<file path="src/verilog/adc_accum_pkg.sv">
// constants and types for the conversion result accumulator and filter
// What this block does
// - three-bit mode picks basic, accumulate, average, burst average or low-pass.
// - basic mode flags done only after one or both samples convert.
// - basic mode leaves accumulator and count alone but still tests threshold.
// - accumulate mode adds, counts, flags done and tests every sample.
// - accumulate mode copies accumulator shifted right into filtered result.
// - average mode tests at repeat target, restarts sum at next sample.
// - burst mode clears at trigger, retriggers until count reaches target when double sampling is off.
// - low-pass mode updates sample plus acc minus shifted acc, tests at and past target.
// - with double sampling the second minus first sample is used.
// - sample count increments per accumulated sample, holding at ff.
// - go bit write or external trigger starts an accumulation step.
// - accumulator is 16 bits; carry out sets the overflow flag.
// - clear command zeroes accumulator, overflow and count, then drops itself.
// - clearing takes five converter clock cycles.
// - average and burst modes shift the sum right to form the result.
// - low-pass shift of 1 to 7 sets the filter cut-off.
// - continuous sampling keeps go set and starts the next conversion.
package adc_accum_pkg;
	localparam int ACC_W     = 16;
	localparam int CNT_W     = 8;
	localparam int ADDR_W    = 8;
	localparam int DATA_W    = 32;
	localparam int CLR_CNT_W = 3;
	localparam int STAT_W    = 3;

	typedef enum logic [2:0] {
		MODE_BASIC   = 3'b000,
		MODE_ACCUM   = 3'b001,
		MODE_AVERAGE = 3'b010,
		MODE_BURST   = 3'b011,
		MODE_LOWPASS = 3'b100
	} compute_mode_e;

	typedef enum logic [1:0] {
		ST_IDLE    = 2'b00,
		ST_CONVERT = 2'b01
	} seq_state_e;

	typedef struct packed {
		logic              valid;
		logic [ACC_W-1:0]  conversion_result;
		logic              thresholdHit;
	} conv_sample_s;

	typedef struct packed {
		logic              psel;
		logic              penable;
		logic              pwrite;
		logic [ADDR_W-1:0] paddr;
		logic [DATA_W-1:0] pwdata;
	} apb_req_s;

	typedef struct packed {
		logic [DATA_W-1:0] prdata;
		logic              pready;
		logic              pslverr;
	} apb_rsp_s;

	localparam logic [ADDR_W-1:0] OFS_CTRL   = 8'h00;
	localparam logic [ADDR_W-1:0] OFS_REPEAT = 8'h04;
	localparam logic [ADDR_W-1:0] OFS_ACCUM  = 8'h08;
	localparam logic [ADDR_W-1:0] OFS_COUNT  = 8'h0c;
	localparam logic [ADDR_W-1:0] OFS_FILTER = 8'h10;
	localparam logic [ADDR_W-1:0] OFS_STATUS = 8'h14;
	localparam logic [ADDR_W-1:0] OFS_MASK   = 8'h18;
	localparam logic [ADDR_W-1:0] OFS_PREV   = 8'h1c;

	localparam int CTRL_MODE_LSB  = 0;
	localparam int CTRL_DOUBLE_SAMPLE_EN_BIT  = 3;
	localparam int CTRL_CONTINUOUS_SAMPLE_EN_BIT  = 4;
	localparam int CTRL_SHIFT_LSB = 5;
	localparam int CTRL_GO_BIT    = 8;
	localparam int CTRL_CLR_BIT   = 9;

	localparam int STAT_DONE_BIT = 0;
	localparam int STAT_THR_BIT  = 1;
	localparam int STAT_OVF_BIT  = 2;

	localparam logic [CNT_W-1:0] CNT_SAT      = 8'hff;
	localparam logic [CNT_W-1:0] REPEAT_RST   = 8'h01;
	localparam int               CLEAR_CYCLES = 5;
endpackage

</file>
<file path="src/verilog/adc_result_accumulator_filter.sv">
// conversion result accumulator, averager and low-pass filter with apb registers
//
// The address map and the APB register port were left to the implementer.
`timescale 1ns/1ns
module adc_result_accumulator_filter #(
	parameter int CLEAR_LEN = adc_accum_pkg::CLEAR_CYCLES
) (
	input  wire logic                         clk,
	input  wire logic                         sys_rst,
	input  wire adc_accum_pkg::apb_req_s      apbReq,
	output adc_accum_pkg::apb_rsp_s           apbRsp,
	input  wire adc_accum_pkg::conv_sample_s  sampleIn,
	input  wire logic                         extTriggerPin,
	output logic                              convStart,
	output logic                              irq,
	output logic [adc_accum_pkg::ACC_W-1:0]   filtered_out,
	output logic                              accum_overflow
);
	import adc_accum_pkg::*;

	compute_mode_e          compute_mode_sel_ff;
	logic                   double_sample_en_ff;
	logic                   continuous_sample_en_ff;
	logic [2:0]             shift_select_field_ff;
	logic                   convert_go_bit_ff;
	logic                   accum_clear_bit_ff;
	logic [CNT_W-1:0]       repeatTarget_ff;
	logic [ACC_W-1:0]       accum_value_ff;
	logic [CNT_W-1:0]       sample_count_ff;
	logic [ACC_W-1:0]       filtered_result_ff;
	logic                   accum_overflow_flag_ff;
	logic [ACC_W-1:0]       firstSample_ff;
	logic                   secondHalf_ff;
	logic                   burstFresh_ff;
	logic [STAT_W-1:0]      status_ff;
	logic [STAT_W-1:0]      mask_ff;
	logic [CLR_CNT_W-1:0]   clearCnt_ff;
	seq_state_e             state_ff;
	logic                   convStart_ff;
	logic                   irq_ff;
	apb_rsp_s               apbRsp_ff;
	logic [2:0]             extSync_ff;

	logic                   apbAccess;
	logic                   apbDone;
	logic                   wrEn;
	logic                   addrHit;
	logic [DATA_W-1:0]      rdData;
	logic                   extRise;
	logic                   swGo;
	logic                   trigEvent;
	logic                   procStep;
	logic                   firstHalf;
	logic                   fullStep;
	logic                   accumulating;
	logic                   restart;
	logic [ACC_W-1:0]       sampleVal;
	logic [ACC_W-1:0]       baseAcc;
	logic [CNT_W-1:0]       baseCnt;
	logic [CNT_W-1:0]       cntInc;
	logic [ACC_W:0]         sumWide;
	logic [ACC_W-1:0]       nxt_acc;
	logic                   testDue;
	logic                   testNow;
	logic                   keepGo;
	logic                   clearFinish;
	logic [STAT_W-1:0]      events;
	logic [STAT_W-1:0]      w1cMask;

	assign apbRsp         = apbRsp_ff;
	assign convStart      = convStart_ff;
	assign irq            = irq_ff;
	assign filtered_out   = filtered_result_ff;
	assign accum_overflow = accum_overflow_flag_ff;

	////////////////////////////////////////////////////////////////////////
	// apb slave: one wait state, so every reply leaves a flop

	assign apbAccess = apbReq.psel & apbReq.penable;
	assign apbDone   = apbAccess & apbRsp_ff.pready;
	assign wrEn      = apbDone & apbReq.pwrite;

	// address decode and read mux
	always_comb begin
		rdData  = '0;
		addrHit = 1'b1;
		if (apbReq.paddr == OFS_CTRL) begin
			rdData[CTRL_MODE_LSB +: 3]  = compute_mode_sel_ff;
			rdData[CTRL_DOUBLE_SAMPLE_EN_BIT]       = double_sample_en_ff;
			rdData[CTRL_CONTINUOUS_SAMPLE_EN_BIT]       = continuous_sample_en_ff;
			rdData[CTRL_SHIFT_LSB +: 3] = shift_select_field_ff;
			rdData[CTRL_GO_BIT]         = convert_go_bit_ff;
			rdData[CTRL_CLR_BIT]        = accum_clear_bit_ff;
		end else if (apbReq.paddr == OFS_REPEAT) begin
			rdData[CNT_W-1:0] = repeatTarget_ff;
		end else if (apbReq.paddr == OFS_ACCUM) begin
			rdData[ACC_W-1:0] = accum_value_ff;
		end else if (apbReq.paddr == OFS_COUNT) begin
			rdData[CNT_W-1:0] = sample_count_ff;
		end else if (apbReq.paddr == OFS_FILTER) begin
			rdData[ACC_W-1:0] = filtered_result_ff;
		end else if (apbReq.paddr == OFS_STATUS) begin
			rdData[STAT_W-1:0] = status_ff;
		end else if (apbReq.paddr == OFS_MASK) begin
			rdData[STAT_W-1:0] = mask_ff;
		end else if (apbReq.paddr == OFS_PREV) begin
			rdData[ACC_W-1:0] = firstSample_ff;
		end else begin
			addrHit = 1'b0;
		end
	end

	// reply is captured in the first access cycle and shown in the second
	always_ff @(posedge clk) begin
		if (sys_rst) begin
			apbRsp_ff <= '0;
		end else if (apbAccess && !apbRsp_ff.pready) begin
			apbRsp_ff.pready  <= 1'b1;
			apbRsp_ff.prdata  <= apbReq.pwrite ? '0 : rdData;
			apbRsp_ff.pslverr <= ~addrHit;
		end else begin
			apbRsp_ff <= '0;
		end
	end

	// plain control fields
	always_ff @(posedge clk) begin
		if (sys_rst) begin
			compute_mode_sel_ff     <= MODE_BASIC;
			double_sample_en_ff     <= 1'b0;
			continuous_sample_en_ff <= 1'b0;
			shift_select_field_ff   <= '0;
			repeatTarget_ff         <= REPEAT_RST;
			mask_ff                 <= '0;
		end else if (wrEn && apbReq.paddr == OFS_CTRL) begin
			compute_mode_sel_ff     <= compute_mode_e'(apbReq.pwdata[CTRL_MODE_LSB +: 3]);
			double_sample_en_ff     <= apbReq.pwdata[CTRL_DOUBLE_SAMPLE_EN_BIT];
			continuous_sample_en_ff <= apbReq.pwdata[CTRL_CONTINUOUS_SAMPLE_EN_BIT];
			shift_select_field_ff   <= apbReq.pwdata[CTRL_SHIFT_LSB +: 3];
		end else if (wrEn && apbReq.paddr == OFS_REPEAT) begin
			repeatTarget_ff <= apbReq.pwdata[CNT_W-1:0];
		end else if (wrEn && apbReq.paddr == OFS_MASK) begin
			mask_ff <= apbReq.pwdata[STAT_W-1:0];
		end
	end

	////////////////////////////////////////////////////////////////////////
	// trigger sources

	// pin passes two flops; bit 2 only remembers the last synced level
	always_ff @(posedge clk) begin
		if (sys_rst) begin
			extSync_ff <= '0;
		end else begin
			extSync_ff <= {extSync_ff[1:0], extTriggerPin};
		end
	end

	assign extRise   = extSync_ff[1] & ~extSync_ff[2];
	assign swGo      = wrEn && apbReq.paddr == OFS_CTRL && apbReq.pwdata[CTRL_GO_BIT];
	// a trigger while go is already set is ignored
	assign trigEvent = (swGo | extRise) & ~convert_go_bit_ff;

	////////////////////////////////////////////////////////////////////////
	// sample arithmetic

	assign procStep     = (state_ff == ST_CONVERT) & sampleIn.valid;
	assign firstHalf    = double_sample_en_ff & ~secondHalf_ff;
	assign fullStep     = procStep & ~firstHalf;
	// reserved mode codes behave like basic mode
	assign accumulating = compute_mode_sel_ff inside {MODE_ACCUM, MODE_AVERAGE,
		MODE_BURST, MODE_LOWPASS};
	// wraps on purpose: the difference is a signed value in two's complement
	assign sampleVal    = double_sample_en_ff ?
		sampleIn.conversion_result - firstSample_ff : sampleIn.conversion_result;

	// average restarts once the target was met; burst at its opening trigger
	assign restart = (compute_mode_sel_ff == MODE_AVERAGE && sample_count_ff >= repeatTarget_ff) ||
		(compute_mode_sel_ff == MODE_BURST && burstFresh_ff);
	assign baseAcc = restart ? '0 : accum_value_ff;
	assign baseCnt = restart ? '0 : sample_count_ff;
	assign cntInc  = (baseCnt == CNT_SAT) ? baseCnt : baseCnt + 8'h01;

	// seventeen bits so the carry shows overflow
	always_comb begin
		sumWide = {1'b0, baseAcc};
		case (compute_mode_sel_ff)
			MODE_ACCUM,
			MODE_AVERAGE,
			MODE_BURST: begin
				sumWide = {1'b0, baseAcc} + {1'b0, sampleVal};
			end
			MODE_LOWPASS: begin
				// acc minus acc>>k never goes negative, so no borrow
				sumWide = {1'b0, baseAcc} - {1'b0, baseAcc >> shift_select_field_ff}
					+ {1'b0, sampleVal};
			end
			default: begin
				sumWide = {1'b0, baseAcc};
			end
		endcase
	end
	assign nxt_acc = sumWide[ACC_W-1:0];

	// when the threshold test runs
	always_comb begin
		case (compute_mode_sel_ff)
			MODE_AVERAGE,
			MODE_BURST,
			MODE_LOWPASS: testDue = cntInc >= repeatTarget_ff;
			default:      testDue = 1'b1;
		endcase
	end
	assign testNow = fullStep & testDue;

	// burst keeps retriggering below the target even without continuous mode
	assign keepGo = continuous_sample_en_ff |
		(compute_mode_sel_ff == MODE_BURST && cntInc < repeatTarget_ff);

	////////////////////////////////////////////////////////////////////////
	// conversion sequencer

	// go bit: set by a trigger, kept by retriggering, otherwise dropped
	always_ff @(posedge clk) begin
		if (sys_rst) begin
			convert_go_bit_ff <= 1'b0;
		end else if (trigEvent) begin
			convert_go_bit_ff <= 1'b1;
		end else if (procStep) begin
			convert_go_bit_ff <= firstHalf ? continuous_sample_en_ff : keepGo;
		end
	end

	// a start waits until any clear is finished
	always_ff @(posedge clk) begin
		if (sys_rst) begin
			state_ff     <= ST_IDLE;
			convStart_ff <= 1'b0;
		end else begin
			convStart_ff <= 1'b0;
			case (state_ff)
				ST_IDLE: begin
					if (convert_go_bit_ff && !accum_clear_bit_ff) begin
						state_ff     <= ST_CONVERT;
						convStart_ff <= 1'b1;
					end
				end
				ST_CONVERT: begin
					if (sampleIn.valid) begin
						state_ff <= ST_IDLE;
					end
				end
				default: begin
					state_ff <= ST_IDLE;
				end
			endcase
		end
	end

	// first of a pair is held; the second one finishes the pair
	always_ff @(posedge clk) begin
		if (sys_rst) begin
			firstSample_ff <= '0;
			secondHalf_ff  <= 1'b0;
		end else if (procStep && firstHalf) begin
			firstSample_ff <= sampleIn.conversion_result;
			secondHalf_ff  <= 1'b1;
		end else if (fullStep) begin
			secondHalf_ff <= 1'b0;
		end
	end

	// remembers that the next full sample opens a new burst
	always_ff @(posedge clk) begin
		if (sys_rst) begin
			burstFresh_ff <= 1'b0;
		end else if (trigEvent) begin
			burstFresh_ff <= 1'b1;
		end else if (fullStep) begin
			burstFresh_ff <= 1'b0;
		end
	end

	////////////////////////////////////////////////////////////////////////
	// accumulator clear command

	assign clearFinish = accum_clear_bit_ff && clearCnt_ff == CLR_CNT_W'(CLEAR_LEN - 1);

	always_ff @(posedge clk) begin
		if (sys_rst) begin
			accum_clear_bit_ff <= 1'b0;
			clearCnt_ff        <= '0;
		end else if (clearFinish) begin
			accum_clear_bit_ff <= 1'b0;
		end else if (accum_clear_bit_ff) begin
			clearCnt_ff <= clearCnt_ff + 3'h1;
		end else if (wrEn && apbReq.paddr == OFS_CTRL && apbReq.pwdata[CTRL_CLR_BIT]) begin
			accum_clear_bit_ff <= 1'b1;
			clearCnt_ff        <= '0;
		end
	end

	////////////////////////////////////////////////////////////////////////
	// accumulator, count and filtered result

	// samples landing during a clear are dropped so the clear stays clean
	always_ff @(posedge clk) begin
		if (sys_rst) begin
			accum_value_ff     <= '0;
			sample_count_ff    <= '0;
			filtered_result_ff <= '0;
		end else if (clearFinish) begin
			accum_value_ff  <= '0;
			sample_count_ff <= '0;
		end else if (fullStep && accumulating && !accum_clear_bit_ff) begin
			accum_value_ff     <= nxt_acc;
			sample_count_ff    <= cntInc;
			// right-justified whatever the output format
			filtered_result_ff <= nxt_acc >> shift_select_field_ff;
		end
	end

	// overflow flag: set by carry out, cleared only by the clear command
	always_ff @(posedge clk) begin
		if (sys_rst) begin
			accum_overflow_flag_ff <= 1'b0;
		end else if (clearFinish) begin
			accum_overflow_flag_ff <= 1'b0;
		end else if (fullStep && accumulating && sumWide[ACC_W] && !accum_clear_bit_ff) begin
			accum_overflow_flag_ff <= 1'b1;
		end
	end

	////////////////////////////////////////////////////////////////////////
	// status flags and interrupt

	assign events[STAT_DONE_BIT] = fullStep;
	assign events[STAT_THR_BIT]  = testNow & sampleIn.thresholdHit;
	assign events[STAT_OVF_BIT]  = fullStep & accumulating & sumWide[ACC_W] & ~accum_clear_bit_ff;
	assign w1cMask = (wrEn && apbReq.paddr == OFS_STATUS) ? apbReq.pwdata[STAT_W-1:0] : '0;

	// a new event beats a write-one-to-clear in the same cycle
	always_ff @(posedge clk) begin
		if (sys_rst) begin
			status_ff <= '0;
		end else begin
			status_ff <= (status_ff & ~w1cMask) | events;
		end
	end

	// irq trails the status bits by one cycle
	always_ff @(posedge clk) begin
		if (sys_rst) begin
			irq_ff <= 1'b0;
		end else begin
			irq_ff <= |(status_ff & mask_ff);
		end
	end
endmodule

</file>
<file path="config.mk">
export PLATFORM = sky130hd
export DESIGN_NAME = adc_result_accumulator_filter
export DESIGN_NICKNAME = d
export VERILOG_FILES = /design/src/verilog/adc_accum_pkg.sv /design/src/verilog/adc_result_accumulator_filter.sv
export SDC_FILE = /design/constraint.sdc
export NUM_CORES = 1
export LEC_CHECK = 0
export BUFFER_PORTS_ARGS = -buffer_cell sky130_fd_sc_hd__buf_4
export CORE_MARGIN = 1.5
export CORE_UTILIZATION = 25
export DETAILED_ROUTE_END_ITERATION = 8
export SLEW_MARGIN = 20
export SYNTH_ARGS = -nofsm -noshare
export SYNTH_HDL_FRONTEND = slang
export SYNTH_SLANG_ARGS = --single-unit
export TNS_END_PERCENT = 20
</file>
<file path="constraint.sdc">
create_clock -name clk -period 10.13 [get_ports clk]
set_input_delay 1.013 -clock clk [delete_from_list [all_inputs] [get_ports clk]]
set_output_delay 1.013 -clock clk [all_outputs]
set_load 0.01 [all_outputs]
</file>
# --- After elaboration in Yosys (flattened, before gate mapping) ---
# Cells that the tools add are included.
# W data, S select, Z words.
totals:
  register_bits: 127
  in_bits: 64
  output_inout_bits: 53
op_classes:
  addsub: 6
  n_lt_le_gt_ge: 3
  n_eq_ne: 16
  shift: 2
  n_mux: 44
  n_bitwise: 30
  reduce_logical: 40
op_table:
  columns: ["operator", "count"]
  rows:
  - ["$mux W16", 7]
  - ["$mux W8", 6]
  - ["$pmux W17 S2", 1]
  - ["$eq A8 B5 Y1 const B", 4]
  - ["$shr A16 B3 Y16", 2]
  - ["$mux W13", 2]
  - ["$mux W1", 18]
  - ["$add A16 B16 Y17", 1]
  - ["$add A17 B16 Y17", 1]
  - ["$logic_and A1 B1 Y1", 17]
  - ["$sub A16 B16 Y17", 1]
  - ["$eq A8 B4 Y1 const B", 2]
  - ["$ge A8 B8 Y1", 2]
  - ["$sub A16 B16 Y16", 1]
  - ["$mux W3", 5]
  - ["$and A1 B1 Y1", 13]
  - ["$reduce_or A3 Y1", 4]
  - ["$not A1 Y1", 11]
  - ["$mux W10", 1]
  - ["$add A8 B1 Y8 const B", 1]
  - ["$eq A8 B3 Y1 const B", 1]
  - ["$eq A8 B8 Y1 const B", 1]
  - ["$logic_not A8 Y1", 1]
  - ["$lt A8 B8 Y1", 1]
  - ["21 further kinds", 37]

# --- Logic depth before layout (Yosys ltp) ---
logic_depth:
  ltp_word: 12
  mapped_depth: 28
  mapped_depth_nobuf: 26

# --- Worst setup path before layout ---
# Ideal clock, no wire load.
synth_path:
  path_type: "register to register"
  start: "register sample_count_ff[0]"
  end: "register filtered_result_ff[10], in the netlist filtered_out[10]"
  arrival_ns: 5.888
  t_required_ns: 9.998
  slack_ns: 4.109
  path_stages_with_launch: 29
  period_less_slack_ns: 6.021
  cell_sequence: "dfxtp_1 inv_1 ha_1 nand2b_1 a211o_1 a21o_1 nand2_1 clkbuf_1 buf_1 nand2_1 o21ai_0 nor2_1 nor2_1 nand2_1 o21ai_0 ha_1 inv_1 ha_1 fa_1 a211oi_2 nor2_1 o41a_1 a41oi_1 mux2_2 o31ai_1 nand3_1 mux4_2 o31ai_2 nor4_2"
synth_via:
  elab_chain_cells: 9
synth_rtl:
  columns: ["item", "line_no", "text"]
  rows:
  - ["start: declaration", "adc_result_accumulator_filter.sv:29", "logic [CNT_W-1:0] sample_count_ff;"]
  - ["start signal: assignment", "adc_result_accumulator_filter.sv:317", "sample_count_ff <= cntInc;"]
  - ["$ge A8 B8 Y1 (*)", "adc_result_accumulator_filter.sv:178", "assign restart = (compute_mode_sel_ff == MODE_AVERAGE && sample_count_ff >= repeatTarget_ff) ||"]
  - ["$logic_and A1 B1 Y1 (*)", "adc_result_accumulator_filter.sv:178", null]
  - ["$logic_or A1 B1 Y1 (*)", "adc_result_accumulator_filter.sv:178", null]
  - ["$mux W16 (*)", "adc_result_accumulator_filter.sv:180", "assign baseAcc = restart ? '0 : accum_value_ff;"]
  - ["$shr A16 B3 Y16", "adc_result_accumulator_filter.sv:195", "sumWide = {1'b0, baseAcc} - {1'b0, baseAcc >> shift_select_field_ff}"]
  - ["$sub A16 B16 Y17", "adc_result_accumulator_filter.sv:195", null]
  - ["$add A17 B16 Y17", "adc_result_accumulator_filter.sv:196", "+ {1'b0, sampleVal};"]
  - ["$pmux W17 S2 (*)", "adc_result_accumulator_filter.sv:187", "case (compute_mode_sel_ff)"]
  - ["$shr A16 B3 Y16 (*)", "adc_result_accumulator_filter.sv:319", "filtered_result_ff <= nxt_acc >> shift_select_field_ff;"]
  - ["end signal: assignment", "adc_result_accumulator_filter.sv:319", null]
  - ["end: declaration", "adc_result_accumulator_filter.sv:30", "logic [ACC_W-1:0] filtered_result_ff;"]
# Every way passes the cells marked *; elsewhere a longest branch is shown, timed or not.
# A chain may end at the register's enable or synchronous reset.

# --- Worst setup path in the final report ---
layout_path:
  start: "register repeatTarget_ff[4]"
  end: "register filtered_result_ff[10], in the netlist filtered_out[10]"
layout_via:
  elab_chain_cells: 9
layout_rtl:
  columns: ["item", "line_no", "text"]
  rows:
  - ["start: declaration", "adc_result_accumulator_filter.sv:27", "logic [CNT_W-1:0] repeatTarget_ff;"]
  - ["start signal: assignment", "adc_result_accumulator_filter.sv:141", "repeatTarget_ff <= apbReq.pwdata[CNT_W-1:0];"]
  - ["$ge A8 B8 Y1 (*)", "adc_result_accumulator_filter.sv:178", null]
  - ["$logic_and A1 B1 Y1 (*)", "adc_result_accumulator_filter.sv:178", null]
  - ["$logic_or A1 B1 Y1 (*)", "adc_result_accumulator_filter.sv:178", null]
  - ["$mux W16 (*)", "adc_result_accumulator_filter.sv:180", null]
  - ["$shr A16 B3 Y16", "adc_result_accumulator_filter.sv:195", null]
  - ["$sub A16 B16 Y17", "adc_result_accumulator_filter.sv:195", null]
  - ["$add A17 B16 Y17", "adc_result_accumulator_filter.sv:196", null]
  - ["$pmux W17 S2 (*)", "adc_result_accumulator_filter.sv:187", null]
  - ["$shr A16 B3 Y16 (*)", "adc_result_accumulator_filter.sv:319", null]
# Marked as above.

==> results.sh <==
export IMPL_fin_skew_ps=13.5
export IMPL_cp_start_kind="flip-flop"
export IMPL_final_setup_viol_count=0
export IMPL_yosys_area_top_type="dfxtp_1"
export IMPL_hold_end="accum_overflow$_SDFFE_PP0P_"
export IMPL_first_pass_iters=6
export IMPL_worstHoldStart="accum_overflow$_SDFFE_PP0P_"
export IMPL_io_buffer_count=78
export IMPL_grt_pass1_vias=8898
export IMPL_tns_ps=0
export IMPL_post_route_period_util_pct=70.8
export IMPL_hold_path_class="reg -> reg"
export IMPL_cts_root_buf="clkbuf_16"
export IMPL_r2r_cells=26
export IMPL_min_period_ps=7170
export IMPL_layout_drive_gt1_share_pct=12.1
export IMPL_p_leak_uw=0.00457
export IMPL_end_kind="flip-flop"
export IMPL_arrival_ps=7380
export IMPL_row_count=72
export IMPL_path_class="reg -> reg"
export IMPL_grt_antenna_before_repair=0
export IMPL_ys_types=87
export IMPL_cap_violations=0
export IMPL_synth_edff_count=0
export IMPL_postSynthAreaPerCell_um2=7.57
export IMPL_syn_cell_area_um2=9760
export IMPL_holdPathStages=2
export IMPL_htreeDepth=3
export IMPL_globalplace_congestion=0.900
export IMPL_dp_hpwl_um=24700
export IMPL_power_density_nw_per_um2=88.3
export IMPL_multi_input_area_um2=6850
export IMPL_netlist_area_leader_share_pct=22.6
export IMPL_async_flop_share_pct=0
export IMPL_n_fill_cell=4244
export IMPL_utilization_pct=28.8
export IMPL_grt_usage_pct=15.2
export IMPL_final_nets=1471
export IMPL_cts_sinks=110
export IMPL_routed_via_density=5.10
export IMPL_diodes=0
export IMPL_antenna_left=0
export IMPL_io_pins=117
export IMPL_regToRegEndpoint="filtered_out[10]$_SDFFE_PP0P_"
export IMPL_vias=9410
export IMPL_final_common_cell="nand2_1"
export IMPL_slew_viol_final=0
export IMPL_cts_setup_buffers=0
export IMPL_reg2reg_slack_ps=2960
export IMPL_r2r_start="repeatTarget_ff[4]$_SDFFE_PP0P_"
export IMPL_maxSlewHeadroom_pct=25.8
export IMPL_clock_latency_ps=360
export IMPL_synth_area_leaders="dfxtp_1 (23%), ha_1 (8.3%), mux2i_1 (6.4%)"
export IMPL_mostFrequentLayoutCells="nand2_1 (160), nor2_1 (133), dfxtp_1 (110)"
export IMPL_worst_slew_pin_slew_ps=1100
export IMPL_clockBufferDepth=2
export IMPL_ctsHoldBuffers=0
export IMPL_cts_tree="built"
export IMPL_setup_slack_ps=2960
export IMPL_placed_area_um2=10800
export IMPL_hold_viol=0
export IMPL_seq_area_um2=2200
export IMPL_core_area_um2=38600
export IMPL_critPathSlowestCell="nand2_1"
export IMPL_cts_buffers=9
export IMPL_fin_area_um2=11100
export IMPL_ctsResizeCount=0
export IMPL_syn_to_final_growth_pct=13.7
export IMPL_grt_overflow=0
export IMPL_detailedPlace_worstSlack_ps=3080
export IMPL_netlist_instances=1289
export IMPL_worstPathMaxFanout=23
export IMPL_vdd_drop_max_mv=0.0684
export IMPL_synthFlopType="dfxtp_1"
export IMPL_routed_wl_um=31500
export IMPL_ys_ff_latch=110
export IMPL_critPathMaxStageDelay_ps=720
export IMPL_grt_start_max_net_pins=73
export IMPL_ys_warn_count=0
export IMPL_wl_per_cell_um=17.1
export IMPL_fmax_mhz=140
export IMPL_grt_pass1_wl_um=49600
export IMPL_crit_required_ps=10340
export IMPL_rsz0062_at_grt="no"
export IMPL_fp_dieH_um=201
export IMPL_yosysSeqAreaShare_pct=22.6
export IMPL_die_width_um=201
export IMPL_power_total_uw=979
export IMPL_path_clk_slew_ps=80
export IMPL_outcome="finished, final reports clean"
export IMPL_dieArea_um2=40200
export IMPL_drcViolationCount=0
export IMPL_drtIter0Drc=679
export IMPL_initial_core_util_pct=25.3
## layout make-up
class,instances,share of cell area [%]
clock inverter,6,0.846
timing repair buffer,93,6.29
sequential,110,19.8
tap,518,5.84
clock buffer,9,2.03
inverter,101,3.42
multi-input combinational,1009,61.7
## cells by family after synthesis
group / count (synthesis) / synth area share [%]
other cells: 1 / 0.0384
flops: 110 / 22.6
compound gates: 350 / 24.4
buf+inv: 185 / 7.91
xor+xnor: 30 / 2.69
simple gates: 444 / 21.0
fa+ha+maj: 84 / 12.1
mux: 85 / 9.24
## flip-flops by register name, summed over array words and instances, names as in the netlist, 3 cells and up
name and cells:
accum_value_ff 16, apbRsp 18, clearCnt_ff 3, compute_mode_sel_ff 3, extSync_ff 3, filtered_out 16
firstSample_ff 16, mask_ff 3, repeatTarget_ff 8, sample_count_ff 8, shift_select_field_ff 3, status_ff 3
## metal layers
metal / vias to the layer above / wire [um] / GRT usage, %
li1: 4623 / - / -
met1: 4485 / 14200 / 20.0
met2: 268 / 15100 / 26.5
met3: 34 / 1580 / 1.15
met4: 0 / 656 / 4.48
met5: - / 0 / 0
## synthesized netlist by cell type, types with 5 or more instances
cell type / number
dfxtp_1: 110
a221oi_1: 7
fa_1: 18
nand2_1: 160
a22oi_1: 6
xor2_1: 13
and3_1: 11
clkbuf_1: 46
nor3b_1: 11
nand2b_1: 14
nor3_1: 33
a21oi_1: 106
o21a_1: 10
a31oi_1: 13
o211ai_1: 10
nand4_1: 12
buf_2: 8
inv_1: 100
mux2_2: 21
or3_1: 5
o21ai_0: 60
mux2i_1: 62
a211oi_1: 29
buf_4: 18
a211o_1: 8
a222oi_1: 8
o21bai_1: 7
nand3_1: 18
a21o_1: 18
nor2b_1: 13
buf_1: 12
nand3b_1: 8
xnor2_1: 17
o31ai_1: 7
ha_1: 65
nor2_1: 134
## critical path, delay by kind of cell (launching register included)
| kind | cells | cell delay (ps) |
|---|---|---|
| fa+ha+maj | 4 | 1140 |
| simple gates | 8 | 1760 |
| mux | 2 | 920 |
| buf+inv | 2 | 140 |
| compound gates | 10 | 2710 |
| flops | 1 | 360 |
## stage by stage
stage,cells,hold slack (ps)
after floorplan,1304,414
after global placement,1831,444
after detailed placement,1831,440
after CTS,1846,458
after global routing,1846,472
final,1846,455
## where the power goes
group,switching [uW],internal [uW]
combinational,88.6,59.5
clock,178,219
sequential,1.34,434
## how the worst max path moves through the flow
stage,startpoint,end,slack [ps]
floorplan,sample_count_ff[0]$_SDFFE_PP0P_,filtered_out[10]$_SDFFE_PP0P_,4110
global placement,sample_count_ff[0]$_SDFFE_PP0P_,filtered_out[10]$_SDFFE_PP0P_,3150
detailed placement,repeatTarget_ff[4]$_SDFFE_PP0P_,filtered_out[10]$_SDFFE_PP0P_,3080
CTS,repeatTarget_ff[4]$_SDFFE_PP0P_,filtered_out[10]$_SDFFE_PP0P_,3030
global route,repeatTarget_ff[4]$_SDFFE_PP0P_,filtered_out[10]$_SDFFE_PP0P_,2450
finish,repeatTarget_ff[4]$_SDFFE_PP0P_,filtered_out[10]$_SDFFE_PP0P_,2960
No activity file was read; power rests on OpenSTA's default activity.
